[src/rtl/rre_params.svh]
// constants for the rotate-right execution block
`ifndef RRE_PARAMS_SVH
`define RRE_PARAMS_SVH
`define RRE_OPC_POS 10
`define RRE_OPC_VIA_CARRY 6'h0C
`define RRE_OPC_WRAP 6'h10
`define RRE_DEST_POS 9
`define RRE_ACCESS_POS 8
`define RRE_LITERAL_MAX 8'h5F
`define RRE_ACC_RESET 8'h00
`define RRE_FLAG_RESET 1'h0
`define RRE_BANK_RESET 6'h00
`endif

[src/rtl/rre_pkg.sv]
// types for the rotate-right execution block
package rre_pkg;
  typedef enum logic [1:0] {
    RRE_Q1,
    RRE_Q2,
    RRE_Q3,
    RRE_Q4
  } rre_phase_t;
  typedef enum logic [1:0] {
    RRE_ADDR_ACCESS,
    RRE_ADDR_BANKED,
    RRE_ADDR_INDEXED
  } rre_addr_mode_t;
endpackage

[src/rtl/rre_rot_if.sv]
// operand and result carrier between control and rotate unit
`timescale 1ns/10ps
interface rre_rot_if;
  logic [7:0] operand;
  logic carry;
  logic wrap;
  logic [7:0] result;
  logic next_carry;
  logic neg;
  logic zero;
  modport ctrl (output operand, output carry, output wrap,
    input result, input next_carry, input neg, input zero);
  modport unit (input operand, input carry, input wrap,
    output result, output next_carry, output neg, output zero);
endinterface

[src/rtl/rre_rotate_unit.sv]
// combinational rotate-right core
`timescale 1ns/10ps
module rre_rotate_unit (
  rre_rot_if.unit rot
);
  always_comb begin
    if (rot.wrap) begin
      rot.result = {rot.operand[0], rot.operand[7:1]};
      rot.next_carry = rot.carry;
    end else begin
      rot.result = {rot.carry, rot.operand[7:1]};
      rot.next_carry = rot.operand[0];
    end
    rot.neg = rot.result[7];
    rot.zero = (rot.result == 8'h00);
  end
endmodule

[src/rtl/rre_exec.sv]
// rotate-right instruction execution datapath
// Functional notes
// - via-carry rotate: bit 0 to carry, old carry into bit 7
// - destination bit 0 writes accumulator, 1 writes file register back
// - access bit 0 addresses access bank, bank select ignored
// - access bit 1 uses bank select register for the bank
// - access 0, extended set, address up to 5Fh: indexed literal offset
// - wraparound rotate: bit 0 into bit 7, only negative and zero change
`timescale 1ns/10ps
`include "rre_params.svh"
module rre_exec
  import rre_pkg::*;
(
  input wire logic clk_in,
  input wire logic srst_in,
  input wire logic instr_valid_in,
  input wire logic [15:0] instr_word_in,
  input wire logic extended_set_in,
  input wire logic [5:0] bank_select_register_in,
  input wire logic [7:0] indexed_base_in,
  input wire logic [7:0] file_rdata_in,
  output logic instr_ready_out,
  output logic illegal_out,
  output logic file_rd_out,
  output logic [13:0] file_addr_out,
  output logic file_wr_out,
  output logic [7:0] file_wdata_out,
  output logic [7:0] accumulator_out,
  output logic carry_out,
  output logic negative_out,
  output logic zero_out,
  output logic [1:0] addr_mode_out,
  output logic done_out
);
  rre_phase_t phase;
  logic busy;
  logic [15:0] instr;
  logic [7:0] operand;
  logic [7:0] result;
  logic res_carry;
  logic res_neg;
  logic res_zero;
  logic [5:0] opc;
  logic [7:0] faddr;
  logic is_via_carry;
  logic is_wrap;
  rre_addr_mode_t next_mode;
  logic [13:0] next_addr;
  logic [7:0] idx_sum;
  logic is_rotate;
  logic take;
  logic last_phase;
  rre_rot_if rot ();
  rre_rotate_unit u_rot (
    .rot(rot)
  );
  assign opc = instr_word_in[15:`RRE_OPC_POS];
  assign faddr = instr_word_in[7:0];
  assign is_via_carry = (opc == `RRE_OPC_VIA_CARRY);
  assign is_wrap = (opc == `RRE_OPC_WRAP);
  assign idx_sum = indexed_base_in + faddr;
  // operand address selection
  always_comb begin
    if (instr_word_in[`RRE_ACCESS_POS]) begin
      next_mode = RRE_ADDR_BANKED;
      next_addr = {bank_select_register_in, faddr};
    end else if (extended_set_in && faddr <= `RRE_LITERAL_MAX) begin
      next_mode = RRE_ADDR_INDEXED;
      next_addr = {6'h00, idx_sum};
    end else if (faddr <= `RRE_LITERAL_MAX) begin
      next_mode = RRE_ADDR_ACCESS;
      next_addr = {6'h00, faddr};
    end else begin
      next_mode = RRE_ADDR_ACCESS;
      next_addr = {6'h3F, faddr};
    end
  end
  assign rot.operand = operand;
  assign rot.carry = carry_out;
  assign rot.wrap = instr[`RRE_OPC_POS + 4];
  // instruction accepted this edge
  assign is_rotate = is_via_carry || is_wrap;
  assign take = !busy && instr_valid_in && is_rotate;
  assign last_phase = busy && (phase == RRE_Q4);
  // busy over the second to fourth quarters
  always_ff @(posedge clk_in) begin
    if (srst_in) begin
      busy <= 1'b0;
    end else if (take) begin
      busy <= 1'b1;
    end else if (last_phase) begin
      busy <= 1'b0;
    end
  end
  // quarter-phase sequencing
  always_ff @(posedge clk_in) begin
    if (srst_in) begin
      phase <= RRE_Q1;
    end else if (take) begin
      phase <= RRE_Q2;
    end else if (busy) begin
      unique case (phase)
        RRE_Q1: begin
          phase <= RRE_Q2;
        end
        RRE_Q2: begin
          phase <= RRE_Q3;
        end
        RRE_Q3: begin
          phase <= RRE_Q4;
        end
        RRE_Q4: begin
          phase <= RRE_Q1;
        end
      endcase
    end
  end
  // decoded instruction capture
  always_ff @(posedge clk_in) begin
    if (srst_in) begin
      instr <= 16'h0000;
    end else if (take) begin
      instr <= instr_word_in;
    end
  end
  // operand address and mode
  always_ff @(posedge clk_in) begin
    if (srst_in) begin
      file_addr_out <= 14'h0000;
      addr_mode_out <= 2'h0;
    end else if (take) begin
      file_addr_out <= next_addr;
      addr_mode_out <= next_mode;
    end
  end
  // one-cycle read strobe
  always_ff @(posedge clk_in) begin
    if (srst_in) begin
      file_rd_out <= 1'b0;
    end else begin
      file_rd_out <= take;
    end
  end
  // non-rotate word offered while idle
  always_ff @(posedge clk_in) begin
    if (srst_in) begin
      illegal_out <= 1'b0;
    end else if (!busy && instr_valid_in) begin
      illegal_out <= !is_rotate;
    end
  end
  // read register in the second quarter
  always_ff @(posedge clk_in) begin
    if (srst_in) begin
      operand <= 8'h00;
    end else if (busy && phase == RRE_Q2) begin
      operand <= file_rdata_in;
    end
  end
  // process data in the third quarter
  always_ff @(posedge clk_in) begin
    if (srst_in) begin
      result <= 8'h00;
      res_carry <= `RRE_FLAG_RESET;
      res_neg <= `RRE_FLAG_RESET;
      res_zero <= `RRE_FLAG_RESET;
    end else if (busy && phase == RRE_Q3) begin
      result <= rot.result;
      res_carry <= rot.next_carry;
      res_neg <= rot.neg;
      res_zero <= rot.zero;
    end
  end
  // status flags in the fourth quarter
  always_ff @(posedge clk_in) begin
    if (srst_in) begin
      carry_out <= `RRE_FLAG_RESET;
      negative_out <= `RRE_FLAG_RESET;
      zero_out <= `RRE_FLAG_RESET;
    end else if (last_phase) begin
      carry_out <= res_carry;
      negative_out <= res_neg;
      zero_out <= res_zero;
    end
  end
  // accumulator destination
  always_ff @(posedge clk_in) begin
    if (srst_in) begin
      accumulator_out <= `RRE_ACC_RESET;
    end else if (last_phase && !instr[`RRE_DEST_POS]) begin
      accumulator_out <= result;
    end
  end
  // file register write-back
  always_ff @(posedge clk_in) begin
    if (srst_in) begin
      file_wr_out <= 1'b0;
      file_wdata_out <= 8'h00;
    end else begin
      file_wr_out <= last_phase && instr[`RRE_DEST_POS];
      if (last_phase && instr[`RRE_DEST_POS]) begin
        file_wdata_out <= result;
      end
    end
  end
  // completion pulse
  always_ff @(posedge clk_in) begin
    if (srst_in) begin
      done_out <= 1'b0;
    end else begin
      done_out <= last_phase;
    end
  end
  // ready when idle or finishing
  always_ff @(posedge clk_in) begin
    if (srst_in) begin
      instr_ready_out <= 1'b0;
    end else begin
      instr_ready_out <= (!busy && !take) || last_phase;
    end
  end
endmodule

[config.mk]
export PLATFORM = sky130hd
export DESIGN_NAME = rre_exec
export DESIGN_NICKNAME = d
export VERILOG_FILES = /design/src/rtl/rre_pkg.sv /design/src/rtl/rre_rot_if.sv /design/src/rtl/rre_rotate_unit.sv /design/src/rtl/rre_exec.sv
export VERILOG_INCLUDE_DIRS = /design/src /design/src/rtl
export SDC_FILE = /design/constraint.sdc
export NUM_CORES = 1
export LEC_CHECK = 0
export BUFFER_PORTS_ARGS = -buffer_cell sky130_fd_sc_hd__buf_2
export CAP_MARGIN = 5
export CORE_MARGIN = 5
export CORE_UTILIZATION = 43
export CTS_BUF_LIST = sky130_fd_sc_hd__clkbuf_8
export DETAILED_ROUTE_END_ITERATION = 7
export PLACE_DENSITY = 0.75
export REMOVE_ABC_BUFFERS = 1
export SYNTH_ARGS = -nofsm -noshare
export SYNTH_HDL_FRONTEND = slang
export SYNTH_HIERARCHICAL = 1
export SYNTH_SLANG_ARGS = --single-unit
[constraint.sdc]
create_clock -name clk_in -period 1.7 [get_ports clk_in]
set_input_delay 0.255 -clock clk_in [delete_from_list [all_inputs] [get_ports clk_in]]
set_output_delay 0.255 -clock clk_in [all_outputs]
set_load 0.03 [all_outputs]
==> results by group <==
STA
  • Final Hold Vio Count: 0
  • FMAX: 0.666 GHz
  • # setup viols final: 0
  • Post-layout min period: 1.50 ns
  • Worst Slack Setup Final: 0.200 ns
  • Max_slew headroom: 72.8%
  • Unrepaired setup endpoints after global routing: false
  • Max Transition Viols Final: 0
  • Final Cycle Share: 88.3%
  • Skew final: 0.0107 ns
  • Least-Margin Pin Slew: 0.408 ns

Layout
  • Nets: 485
  • Register area: 0.00128 sq mm
  • Layout area overhead: 21.3%
  • Design area: 0.00359 sq mm
  • Post-layout util: 53.1%
  • Most frequent cells in the layout: buf_2, nand2_1, dfxtp_1, a21oi_1, nor2_1
  • Commonest non-fill, non-tap cell in the layout: buf_2
  • Fillers: 653
  • Multi-input logic area: 0.00146 sq mm
  • Antenna cell count: 0
  • Share of layout cells above drive strength 1: 27.6%

Setup path
  • Levels on crit path: 5
  • Delay of the slowest critical-path stage: 0.38 ns
  • Path depth of the worst reg2reg path: 5
  • WP buf/inv: 0
  • CP Class: reg -> reg
  • CP endpoint kind: flop
  • Worst Path Required: 1.91 ns
  • CP top delay family: simple AND/OR/NAND/NOR gates
  • Critical Path Slowest Stage Cell: dfxtp_1
  • Crit path launch type: flop
  • Maximum fanout along the worst path: 8
  • WP data arrival: 1.71 ns
  • Crit path top cell by count: nand2_1
  • Critical path cell sequence: ha_1 > nand2_1 > or2_1 > nand2_1 > a21oi_1

Placed design
  • DP Area: 0.00341 sq mm
  • Post-DP HPWL: 5210 um
  • Worst slack, placed: -0.109 ns
  • IO buf count: 81
  • RePlAce Congestion: 0.902

Yosys
  • Yosys reg bits: 64
  • Synth warnings: 6
  • Register area share after synthesis: 43.3%
  • Dominant synthesized flop cell: dfxtp_1
  • Ys async rst share: 0%
  • Distinct cells, synth: 50
  • Syn_area_per_cell: 8.35 sq um
  • Post-synth EDFFs: 0
  • Synthesized area: 0.00296 sq mm
  • Post-Syn Instances: 354

Hold path
  • Hold Crit Class: in -> reg
  • Hold path depth: 3

Die
  • Full die area: 0.00863 sq mm
  • Rows: 30
  • Die W: 92.9 um
  • Core area: 0.00676 sq mm
  • Initial core utilization: 43.8%
  • I/O Pins: 82
  • Die H: 92.9 um

CTS
  • CTS tree: yes
  • Clock sink total: 64
  • Setup repair bufs after CTS: 0
  • Root buf cell: clkbuf_8
  • Resized cells post-CTS: 0
  • Clock-pin slew on the worst setup and hold paths: 0.07 ns
  • Clk buf depth: 2
  • H-tree depth: 3
  • Clock Latency Late Sink: 0.33 ns
  • Hold bufs inserted after CTS: 0
  • Cts bufs inserted: 9

Drt
  • Drt pass-1 iters: 4
  • Post-Route WL: 6910 um
  • Detailed Route Iter0 Violations: 72
  • DR vias/cell: 5.07
  • Routed vias: 2611
  • Wire length per cell: 13.4 um
  • Routed Antenna Nets: 0
  • # DRC: 0

Global routing
  • Initial antenna violation count: 0
  • Vias in the first global route: 2509
  • Global route overflow: 0
  • Pin count of the biggest net entering global routing: 30
  • Global-route wire length before repair: 11400 um
  • Total track usage: 16.5%

Job
  • Reported max-cap violation count: 0

Power
  • Switching Fraction: 24.5%
  • P per Cell Area: 820 mW/mm^2
  • Clock network fraction of total power: 38.9%
  • Int Power: 2.22 mW
  • Maximum VDD drop: 0.297 mV
  • Pwr Total: 2.94 mW
  • Psw: 0.720 mW
  • P_leak: 1.61 nW
  • Reg power frac: 51.4%
  • Gate power share: 9.7%

Outcome
  • Outcome: completed
state kept, by name (all words and copies together) (netlist names), 2 cells and up:
signal,cells
file_addr_out,14
file_wdata_out,8
phase,2
operand,8
instr,3
result,8
accumulator_out,8
routing by layer:
metal	GRT usage [%]	part of all wire (%)
met3	5.85	7.3
met4	5.01	0.52
met5	0	0
met2	27.2	49
met1	20.1	43
path summary, 6_finish.rpt:
kind	startpoint	to	slack (ns)
worst max-delay path	phase[0]	accumulator_out[0]	0.20
worst max register to register	phase[0]	accumulator_out[0]	0.20
worst min-delay path	instr_word_in[9]	instr[9]	0.15
worst min register to register	file_addr_out[9]	file_addr_out[9]	0.45
power groups by stage:
stage | Clock, mW | Combinational (mW) | Sequential (mW)
after floorplan | 0 | 0.133 | 1.56
after global placement | 0 | 0.281 | 1.55
after detailed placement | 0 | 0.285 | 1.55
after CTS | 1.18 | 0.286 | 1.51
after global routing | 1.25 | 0.321 | 1.51
final | 1.14 | 0.286 | 1.51
cells in the mapped netlist (3+ instances only):
cell      number  area (sq um)
inv_1         14          52.6
a211oi_1       5          37.5
dfxtp_1       64          1280
nand2_1       76           285
mux2i_1       11           110
nand3_1       15          75.1
clkbuf_1      11          41.3
nor2_1        19          71.3
a21oi_1       54           270
buf_4         11          82.6
nand2b_1       4          25.0
a311oi_1       3          26.3
ha_1          11           138
nand3b_1       3          22.5
o211ai_2       3          37.5
buf_2          4          20.0
o21ai_0        3          15.0
kinds of logic after synthesis:
logic type / share of synthesized area, %
multiplexers: 4.49
flip-flops: 43.3
adder cells (fa/ha/maj): 5.33
AND/OR/NAND/NOR: 21.8
buffers and inverters: 7.15
XOR/XNOR: 0.593
AO/OA/AOI/OAI: 17.3
tightest hold or removal path: cells and delay by family:
kind                   cells  cell delay, ns
AND/OR/NAND/NOR            1            0.04
buffers and inverters      1            0.10
AO/OA/AOI/OAI              1            0.05
metrics by stage:
step	TNS, ns	hold WS [ns]	instances
6_report	0	0.154	515
5_1_grt	0	0.161	515
4_1_cts	0	0.144	515
3_5_place_dp	-0.286	0.442	500
3_3_place_gp	-0.0956	0.438	500
2_1_floorplan	0	0.324	326
final cells by class:
class	instances	area share, %
clock inverter	4	0.593
inverter	14	1.47
multi-input combinational	248	40.8
sequential	64	35.7
tap	80	2.79
clock buffer	11	4.22
timing repair buffer	94	14.4
(Power assumes the default switching activity.)
